[src/rtl/rrs_pkg.sv]
package rrs_pkg;

	// Register groups, one clear line each.
	localparam int GRP_COMMON    = 0;
	localparam int GRP_SAMPLE_IF = 1;
	localparam int GRP_LOW_BAND  = 2;
	localparam int GRP_HIGH_BAND = 3;
	localparam int GRP_COUNT     = 4;
	localparam int TRX_COUNT     = 2;

	// Chip reset command field.
	localparam int         CHIP_RESET_CMD_W = 3;
	localparam logic [2:0] CHIP_RESET_CMD   = 3'h7;

	// Reset values.
	localparam logic [1:0] WAKE_FLAGS_RST = 2'h0;
	localparam logic [1:0] WAKE_FLAGS_SET = 2'h3;
	localparam logic       PIN_IDLE_RST   = 1'h1;

	// Timing, in nanoseconds, and the derived cycle counts at 40 MHz.
	localparam int CLK_PERIOD_NS      = 25;
	localparam int POWER_UP_DELAY_NS  = 500_000;
	localparam int CHIP_RESET_TIME_NS = 1_000;
	localparam int TRX_RESET_TIME_NS  = 500;
	localparam int POWER_UP_CYC       = (POWER_UP_DELAY_NS + CLK_PERIOD_NS - 1) / CLK_PERIOD_NS;
	localparam int CHIP_RESET_CYC     = (CHIP_RESET_TIME_NS + CLK_PERIOD_NS - 1) / CLK_PERIOD_NS;
	localparam int TRX_RESET_CYC      = (TRX_RESET_TIME_NS + CLK_PERIOD_NS - 1) / CLK_PERIOD_NS;
	localparam int TRX_CNT_W          = 8;

	// Chip level sequence, Gray coded along off, power-up, reset, running.
	typedef enum logic [1:0] {
		RRS_POWER_OFF = 2'h0,
		RRS_POWER_UP  = 2'h1,
		RRS_IN_RESET  = 2'h3,
		RRS_RUNNING   = 2'h2
	} rrs_chip_t;

	// Per transceiver state; code 2'h2 is unused.
	typedef enum logic [1:0] {
		RRS_TRX_RADIO_OFF = 2'h0,
		RRS_TRX_RESET     = 2'h1,
		RRS_TRX_DOZE      = 2'h3
	} rrs_trx_t;

endpackage

[src/rtl/rrs_sequencer.sv]
// Functional notes
// - Six reset causes: supply, command, pin pulse, transceiver reset, doze, deep sleep.
// - Registers form four groups: common, sample interface, low band, high band.
// - Power-on and chip reset clear all; per-trx causes one; deep sleep spares common.
// - Supply falling out of range then returning starts a power-on reset.
// - Power-up enables oscillator and digital regulator and defaults all registers.
// - After the power-up delay the clock output is enabled at its default rate.
// - Control port enabled only in radio-off; host waits for that.
// - Reaching radio-off after power-up sets both wake flags and raises interrupt.
// - Writing 0x07 to the command field causes a full chip reset.
// - Chip reset enters an internal reset state, then settles in radio-off.
// - Chip reset completion raises both wake flags.
// - Sleep logic switches both analog supplies off and on.
// - Interrupt pin combines events of both radios and basebands.
// - Transceiver reset clears its group only, reaches radio-off, sets its wake flag.
// - Only command value 0x7 resets; other values do nothing.
module rrs_sequencer
	import rrs_pkg::*;
#(
	parameter int POWER_UP_CYCLES  = rrs_pkg::POWER_UP_CYC,
	parameter int CHIP_RESET_CYCLES = rrs_pkg::CHIP_RESET_CYC,
	parameter int TRX_RESET_CYCLES  = rrs_pkg::TRX_RESET_CYC
)
(
	// Clock and reset.
	input  wire logic                                  i_sys_clk,
	input  wire logic                                  i_sys_rst,
	// Supply monitor and reset pin.
	input  wire logic                                  i_supply_ok,
	input  wire logic                                  i_hard_reset_in_low,
	// Chip reset command write.
	input  wire logic                                  i_chip_reset_wr,
	input  wire logic [rrs_pkg::CHIP_RESET_CMD_W-1:0]  i_chip_reset_command_field,
	// Transceiver commands and sleep requests.
	input  wire logic [rrs_pkg::TRX_COUNT-1:0]         i_trx_reset_cmd,
	input  wire logic [rrs_pkg::TRX_COUNT-1:0]         i_doze_req,
	input  wire logic                                  i_deep_sleep_req,
	// Interrupt sources and flag clear.
	input  wire logic [3:0]                            i_radio_events,
	input  wire logic [rrs_pkg::TRX_COUNT-1:0]         i_wake_clear,
	// Power and clock controls.
	output logic                                       o_crystal_oscillator_en,
	output logic                                       o_digital_regulator_en,
	output logic                                       o_clock_out_en,
	output logic                                       o_analog_supply_low_band_en,
	output logic                                       o_analog_supply_high_band_en,
	// Register group clears.
	output logic                                       o_common_grp_clear,
	output logic                                       o_sample_if_grp_clear,
	output logic                                       o_low_band_grp_clear,
	output logic                                       o_high_band_grp_clear,
	// Host facing status.
	output logic                                       o_ctrl_port_en,
	output logic [rrs_pkg::TRX_COUNT-1:0]              o_wake_done_flag,
	output logic                                       o_irq
);
	import rrs_pkg::*;
	localparam int MAX_CYC = (POWER_UP_CYCLES > CHIP_RESET_CYCLES) ? POWER_UP_CYCLES : CHIP_RESET_CYCLES;
	localparam int CNT_W   = $clog2(MAX_CYC + 1);
	function automatic logic at_last(input logic [CNT_W-1:0] cnt, input int cycles);
		at_last = (cnt == CNT_W'(cycles - 1));
	endfunction
	////////////////////////////////////////////////////////////////////////////////
	rrs_chip_t                       chip_reg;
	logic [CNT_W-1:0]                cnt_reg;
	rrs_trx_t                        trx_reg [TRX_COUNT];
	logic [TRX_CNT_W-1:0]            tcnt_reg [TRX_COUNT];
	logic                            pin_s1_reg;
	logic                            pin_s2_reg;
	logic                            cmd_hit_reg;
	logic [TRX_COUNT-1:0]            wake_reg;
	logic [TRX_COUNT-1:0]            trx_done;
	logic [GRP_COUNT-1:0]            grp_clear_next;
	logic                            pin_low_sync;
	logic                            chip_done;
	logic                            deep_active;
	always_ff @(posedge i_sys_clk)
	begin
		if (i_sys_rst)
		begin
			pin_s1_reg <= PIN_IDLE_RST;
			pin_s2_reg <= PIN_IDLE_RST;
		end
		else
		begin
			pin_s1_reg <= i_hard_reset_in_low;
			pin_s2_reg <= pin_s1_reg;
		end
	end
	assign pin_low_sync = !pin_s2_reg;

	always_ff @(posedge i_sys_clk)
	begin
		if (i_sys_rst)
			cmd_hit_reg <= 1'b0;
		else
			cmd_hit_reg <= i_chip_reset_wr && (chip_reg == RRS_RUNNING)
				&& (i_chip_reset_command_field == CHIP_RESET_CMD);
	end
	assign chip_done = ((chip_reg == RRS_POWER_UP) && at_last(cnt_reg, POWER_UP_CYCLES))
		|| ((chip_reg == RRS_IN_RESET) && !pin_low_sync && at_last(cnt_reg, CHIP_RESET_CYCLES));
	assign deep_active = i_deep_sleep_req && (chip_reg == RRS_RUNNING);
	////////////////////////////////////////////////////////////////////////////////
	// supply loss restarts
	always_ff @(posedge i_sys_clk)
	begin
		if (i_sys_rst || !i_supply_ok)
		begin
			chip_reg <= RRS_POWER_OFF;
			cnt_reg  <= '0;
		end
		else
		begin
			unique case (chip_reg)
				RRS_POWER_OFF:
					chip_reg <= RRS_POWER_UP;
				RRS_POWER_UP:
				begin
					if (chip_done)
						chip_reg <= RRS_RUNNING;
					else
						cnt_reg <= cnt_reg + 1'b1;
				end
				RRS_IN_RESET:
				begin
					// The count restarts while the pin is held, so it times from release.
					if (pin_low_sync)
						cnt_reg <= '0;
					else if (chip_done)
						chip_reg <= RRS_RUNNING;
					else
						cnt_reg <= cnt_reg + 1'b1;
				end
				RRS_RUNNING:
				begin
					if (cmd_hit_reg || pin_low_sync)
					begin
						chip_reg <= RRS_IN_RESET;
						cnt_reg  <= '0;
					end
				end
			endcase
		end
	end
	////////////////////////////////////////////////////////////////////////////////
	// transceiver reset
	always_ff @(posedge i_sys_clk)
	begin
		for (int n = 0; n < TRX_COUNT; n++)
		begin
			if (i_sys_rst || (chip_reg != RRS_RUNNING))
			begin
				trx_reg[n]  <= RRS_TRX_RADIO_OFF;
				tcnt_reg[n] <= '0;
			end
			else
			begin
				unique case (trx_reg[n])
					RRS_TRX_RADIO_OFF:
					begin
						tcnt_reg[n] <= '0;
						if (i_trx_reset_cmd[n])
							trx_reg[n] <= RRS_TRX_RESET;
						else if (i_doze_req[n] || deep_active)
							trx_reg[n] <= RRS_TRX_DOZE;
					end
					RRS_TRX_RESET:
					begin
						if (trx_done[n])
						begin
							trx_reg[n]  <= RRS_TRX_RADIO_OFF;
							tcnt_reg[n] <= '0;
						end
						else
							tcnt_reg[n] <= tcnt_reg[n] + 1'b1;
					end
					RRS_TRX_DOZE:
					begin
						if (!(i_doze_req[n] || deep_active))
							trx_reg[n] <= RRS_TRX_RADIO_OFF;
					end
					default:
						trx_reg[n] <= RRS_TRX_RADIO_OFF;
				endcase
			end
		end
	end

	always_comb
	begin
		for (int n = 0; n < TRX_COUNT; n++)
			trx_done[n] = (trx_reg[n] == RRS_TRX_RESET) && (tcnt_reg[n] == TRX_CNT_W'(TRX_RESET_CYCLES - 1));
	end
	////////////////////////////////////////////////////////////////////////////////
	// wake flags, set wins
	always_ff @(posedge i_sys_clk)
	begin
		if (i_sys_rst)
			wake_reg <= WAKE_FLAGS_RST;
		else if (chip_done)
			wake_reg <= WAKE_FLAGS_SET;
		else if (chip_reg != RRS_RUNNING)
			wake_reg <= WAKE_FLAGS_RST;
		else
			wake_reg <= trx_done | (wake_reg & ~i_wake_clear);
	end
	always_comb
	begin
		grp_clear_next                = '0;
		grp_clear_next[GRP_COMMON]    = (chip_reg != RRS_RUNNING);
		grp_clear_next[GRP_SAMPLE_IF] = (chip_reg != RRS_RUNNING) || deep_active;
		grp_clear_next[GRP_LOW_BAND]  = (chip_reg != RRS_RUNNING) || (trx_reg[0] != RRS_TRX_RADIO_OFF);
		grp_clear_next[GRP_HIGH_BAND] = (chip_reg != RRS_RUNNING) || (trx_reg[1] != RRS_TRX_RADIO_OFF);
	end
	// Every output but o_wake_done_flag is registered here, so those pins follow the state with one cycle of lag.
	always_ff @(posedge i_sys_clk)
	begin
		if (i_sys_rst)
		begin
			o_crystal_oscillator_en      <= 1'b0;
			o_digital_regulator_en       <= 1'b0;
			o_clock_out_en               <= 1'b0;
			o_analog_supply_low_band_en  <= 1'b0;
			o_analog_supply_high_band_en <= 1'b0;
			o_common_grp_clear           <= 1'b1;
			o_sample_if_grp_clear        <= 1'b1;
			o_low_band_grp_clear         <= 1'b1;
			o_high_band_grp_clear        <= 1'b1;
			o_ctrl_port_en               <= 1'b0;
			o_irq                        <= 1'b0;
		end
		else
		begin
			o_crystal_oscillator_en      <= (chip_reg != RRS_POWER_OFF);
			o_digital_regulator_en       <= (chip_reg != RRS_POWER_OFF);
			o_clock_out_en               <= (chip_reg == RRS_RUNNING) || (chip_reg == RRS_IN_RESET);
			o_analog_supply_low_band_en  <= (chip_reg == RRS_RUNNING) && (trx_reg[0] != RRS_TRX_DOZE);
			o_analog_supply_high_band_en <= (chip_reg == RRS_RUNNING) && (trx_reg[1] != RRS_TRX_DOZE);
			o_common_grp_clear           <= grp_clear_next[GRP_COMMON];
			o_sample_if_grp_clear        <= grp_clear_next[GRP_SAMPLE_IF];
			o_low_band_grp_clear         <= grp_clear_next[GRP_LOW_BAND];
			o_high_band_grp_clear        <= grp_clear_next[GRP_HIGH_BAND];
			o_ctrl_port_en               <= (chip_reg == RRS_RUNNING);
			o_irq                        <= (|wake_reg) || (|i_radio_events);
		end
	end
	assign o_wake_done_flag = wake_reg;
endmodule // rrs_sequencer

[config.mk]
export PLATFORM = sky130hd
export DESIGN_NAME = rrs_sequencer
export DESIGN_NICKNAME = d
export VERILOG_FILES = /design/src/rtl/rrs_pkg.sv /design/src/rtl/rrs_sequencer.sv
export SDC_FILE = /design/constraint.sdc
export NUM_CORES = 1
export LEC_CHECK = 0
export ABC_AREA = 1
export BUFFER_PORTS_ARGS = -buffer_cell sky130_fd_sc_hd__buf_4
export CORE_ASPECT_RATIO = 0.75
export CORE_UTILIZATION = 44
export DETAILED_ROUTE_END_ITERATION = 6
export PLACE_DENSITY = 0.67
export SYNTH_ARGS = -nofsm -noshare
export SYNTH_HDL_FRONTEND = slang
export SYNTH_SLANG_ARGS = --single-unit
[constraint.sdc]
create_clock -name i_sys_clk -period 1.72 [get_ports i_sys_clk]
set_clock_uncertainty 0.1 [all_clocks]
set_input_delay 0.086 -clock i_sys_clk [delete_from_list [all_inputs] [get_ports i_sys_clk]]
set_output_delay 0.086 -clock i_sys_clk [all_outputs]
set_load 0.05 [all_outputs]
==> metrics.md <==
| Metric | Value |
|---|---|
| Routed wire per std cell | `12.3 microns` |
| Worst-margin pin slew | `0.422 ns` |
| CP max FO | `8` |
| Iteration-0 DRC Markers | `202` |
| Number of placed instances, taps included | `472` |
| Number of flip-flops in the largest register | `16` |
| H-tree depth | `2` |
| Die width | `91.1 microns` |
| Status | `finished, final reports clean` |
| Kind of critical path | `reg -> reg` |
| Final Hold Viols | `0` |
| Num ports | `32` |
| Final setup fails | `0` |
| Clock latency on the worst-skew pair | `0.30 ns` |
| Std-Cell Rows | `23` |
| Yosys reg bits | `52` |
| Non-Filler Instances | `495` |
| Total number of vias | `2491` |
| Final WS setup | `0.0518 ns` |
| Core Box Area | `5530 sq um` |
| Total negative slack | `0 ns` |
| Startpoint types | `flop` |
| HP Class | `in -> reg` |
| Synth-to-layout area growth | `30.8%` |
| Final WL | `6090 microns` |
| Final Max Tran Viols | `0` |
| Longest Clk Path Bufs | `2` |
| Tcrit/Tclk final | `0.970` |
| Num CTS Buffers | `5` |
| HPWL Detailed | `4590 microns` |
| Initial core utilization | `0.475` |
| Post-DP Area | `3070 sq um` |
| Mapped Cells | `349` |
| Layout cells sized above 1 | `0.262` |
| Min Tclk post-route | `1.67 ns` |
| Port Buffers | `31` |
| WP data arrival | `1.72 ns` |
| Global-route wire length before repair | `9960 microns` |
| Initial antenna violation count | `0` |
| Synthesized area | `2620 sq um` |
| Hold Slack | `0.0612 ns` |
| Crit path capture type | `flop` |
| Data required, critical path | `1.78 ns` |
| Fin util | `0.621` |
| Clk slew on worst S/H paths | `0.10 ns` |
| DRT antenna net count | `0` |
| CTS sink cnt | `52` |
| Netlist cell types | `31` |
| TritonCTS clock tree | `yes` |
| Post-place setup slack | `-0.162 ns` |
| Ys Warns | `0` |
| Overall power | `2.23 mW` |
| RSZ-0062 raised after global routing | `yes` |
| Maximum vdd ir drop | `0.467 mV` |
| Antenna cells | `0` |
| Total global routing overflow | `0` |
| Die area | `6280 sq um` |
| Die Ht | `68.9 microns` |
| Syn_nets | `371` |
| GRT Util Overall | `0.205` |
| Largest net degree at the start of global routing | `17` |
| GP Congestion | `0.962` |
| Router iterations before antenna repair | `5` |
| Post-route cell area | `3430 sq um` |
| Pleak | `1.42 nW` |
| Synth Area per Inst | `7.51 sq um` |
| Fmax | `599 MHz` |
| Vias in the first global route | `2175` |
| Vias per Instance | `5.03` |
| Final #Nets | `441` |
| Register area share after synthesis | `0.473` |
| Max cap viols | `0` |
| Slew headroom | `0.716` |
| PwrDens | `650 nW/um^2` |
| DRC viols | `0` |
| Root Driver | `clkbuf_8` |
[synth_stat cells, drive strengths merged]
cell type,count,area [sq um]
a21oi,17,88.8
a31o,1,8.76
buf,5,42.5
dfxtp,32,641
edfxtp,20,601
ha,3,37.5
inv,62,233
nand2,75,284
nand3,17,90.1
nand3b,1,7.51
nand4,13,81.3
nor2,57,231
nor3,12,70.1
nor3b,1,7.51
nor4,6,37.5
o21ai,18,97.6
o31ai,2,15.0
or2,5,31.3
xnor2,2,17.5
[critical path: stages, from the launching register on]
cell,delay [ns]
dfxtp_1,0.38
nor2_4,0.16
inv_2,0.06
nor2_4,0.18
buf_4,0.15
nand2_1,0.05
or2_4,0.30
a21oi_1,0.13
[report_power, final]
group	total, mW	switching (mW)	internal [mW]
Clock	0.823	0.392	0.431
Combinational	0.128	0.0594	0.0685
Sequential	1.28	0.00589	1.27
Total	2.23	0.457	1.77
[cell usage in the layout (no fill, tap or decap)]
cell            n
nor3_1          8
or2_4           1
buf_6           1
inv_4           1
a21oi_1        12
ha_4            1
nand2_2         4
o31ai_1         2
dlygate4sd3_1  11
or2_2           4
inv_1          53
clkinvlp_4      1
nor4_2          2
nand2_1        71
a31o_2          1
o21ai_1         5
nand3_4         1
nor2_1         50
a21oi_2         5
inv_2           8
o21ai_0        11
nor3b_1         1
dfxtp_2         4
nand4_1        13
clkbuf_8        5
xnor2_1         2
edfxtp_1       20
nor2_4          2
ha_1            2
o21ai_2         2
dfxtp_1        28
nor3_4          3
buf_4          56
nor4_1          4
nor3_2          1
nand3_1        16
nand3b_1        1
clkinv_2        1
nor2_2          5
bufinv_16       1
[per-layer routing]
layer / routed length [microns] / track usage / up-vias
li1: - / - / 1265
met1: 2980 / 0.308 / 1115
met2: 2600 / 0.313 / 105
met3: 478 / 0.0351 / 6
met4: 29 / 0.0357 / 0
met5: 0 / 0 / -
[what timing repair did]
item	CTS	global route
pin swaps	0	11
buffers inserted	0	4
gates resized for setup	4	30
hold buffers	11	0
endpoints found under the setup margin	5	42
endpoints found under the hold margin	12	0
[cell type report]
type | count | area (sq um)
fillers | 497 | 2090
flip-flops and latches | 52 | 1250
multi-input cells | 230 | 1200
repair buffers | 68 | 542
inverters | 62 | 235
well taps | 75 | 93.8
clock buffers | 5 | 68.8
clock inverters | 3 | 42.5
[final timing paths]
| kind | from | to | slack, ns | cells after the start |
|---|---|---|---|---|
| worst max-delay path | chip_reg[0] | tcnt_reg[1][6] | 0.05 | 7 |
| worst min-delay path | i_radio_events[2] | o_irq | 0.06 | 4 |
| worst max register to register | chip_reg[0] | tcnt_reg[1][6] | 0.05 | 7 |
| worst min register to register | pin_s1_reg | pin_s2_reg | 0.32 | 1 |
[logic make-up after synthesis]
group,share of synthesized area
buf+inv,0.105
compound gates,0.0802
xor+xnor,0.00668
fa+ha+maj,0.0143
flops,0.473
simple gates,0.321
Power figures use the tool's default switching activity.
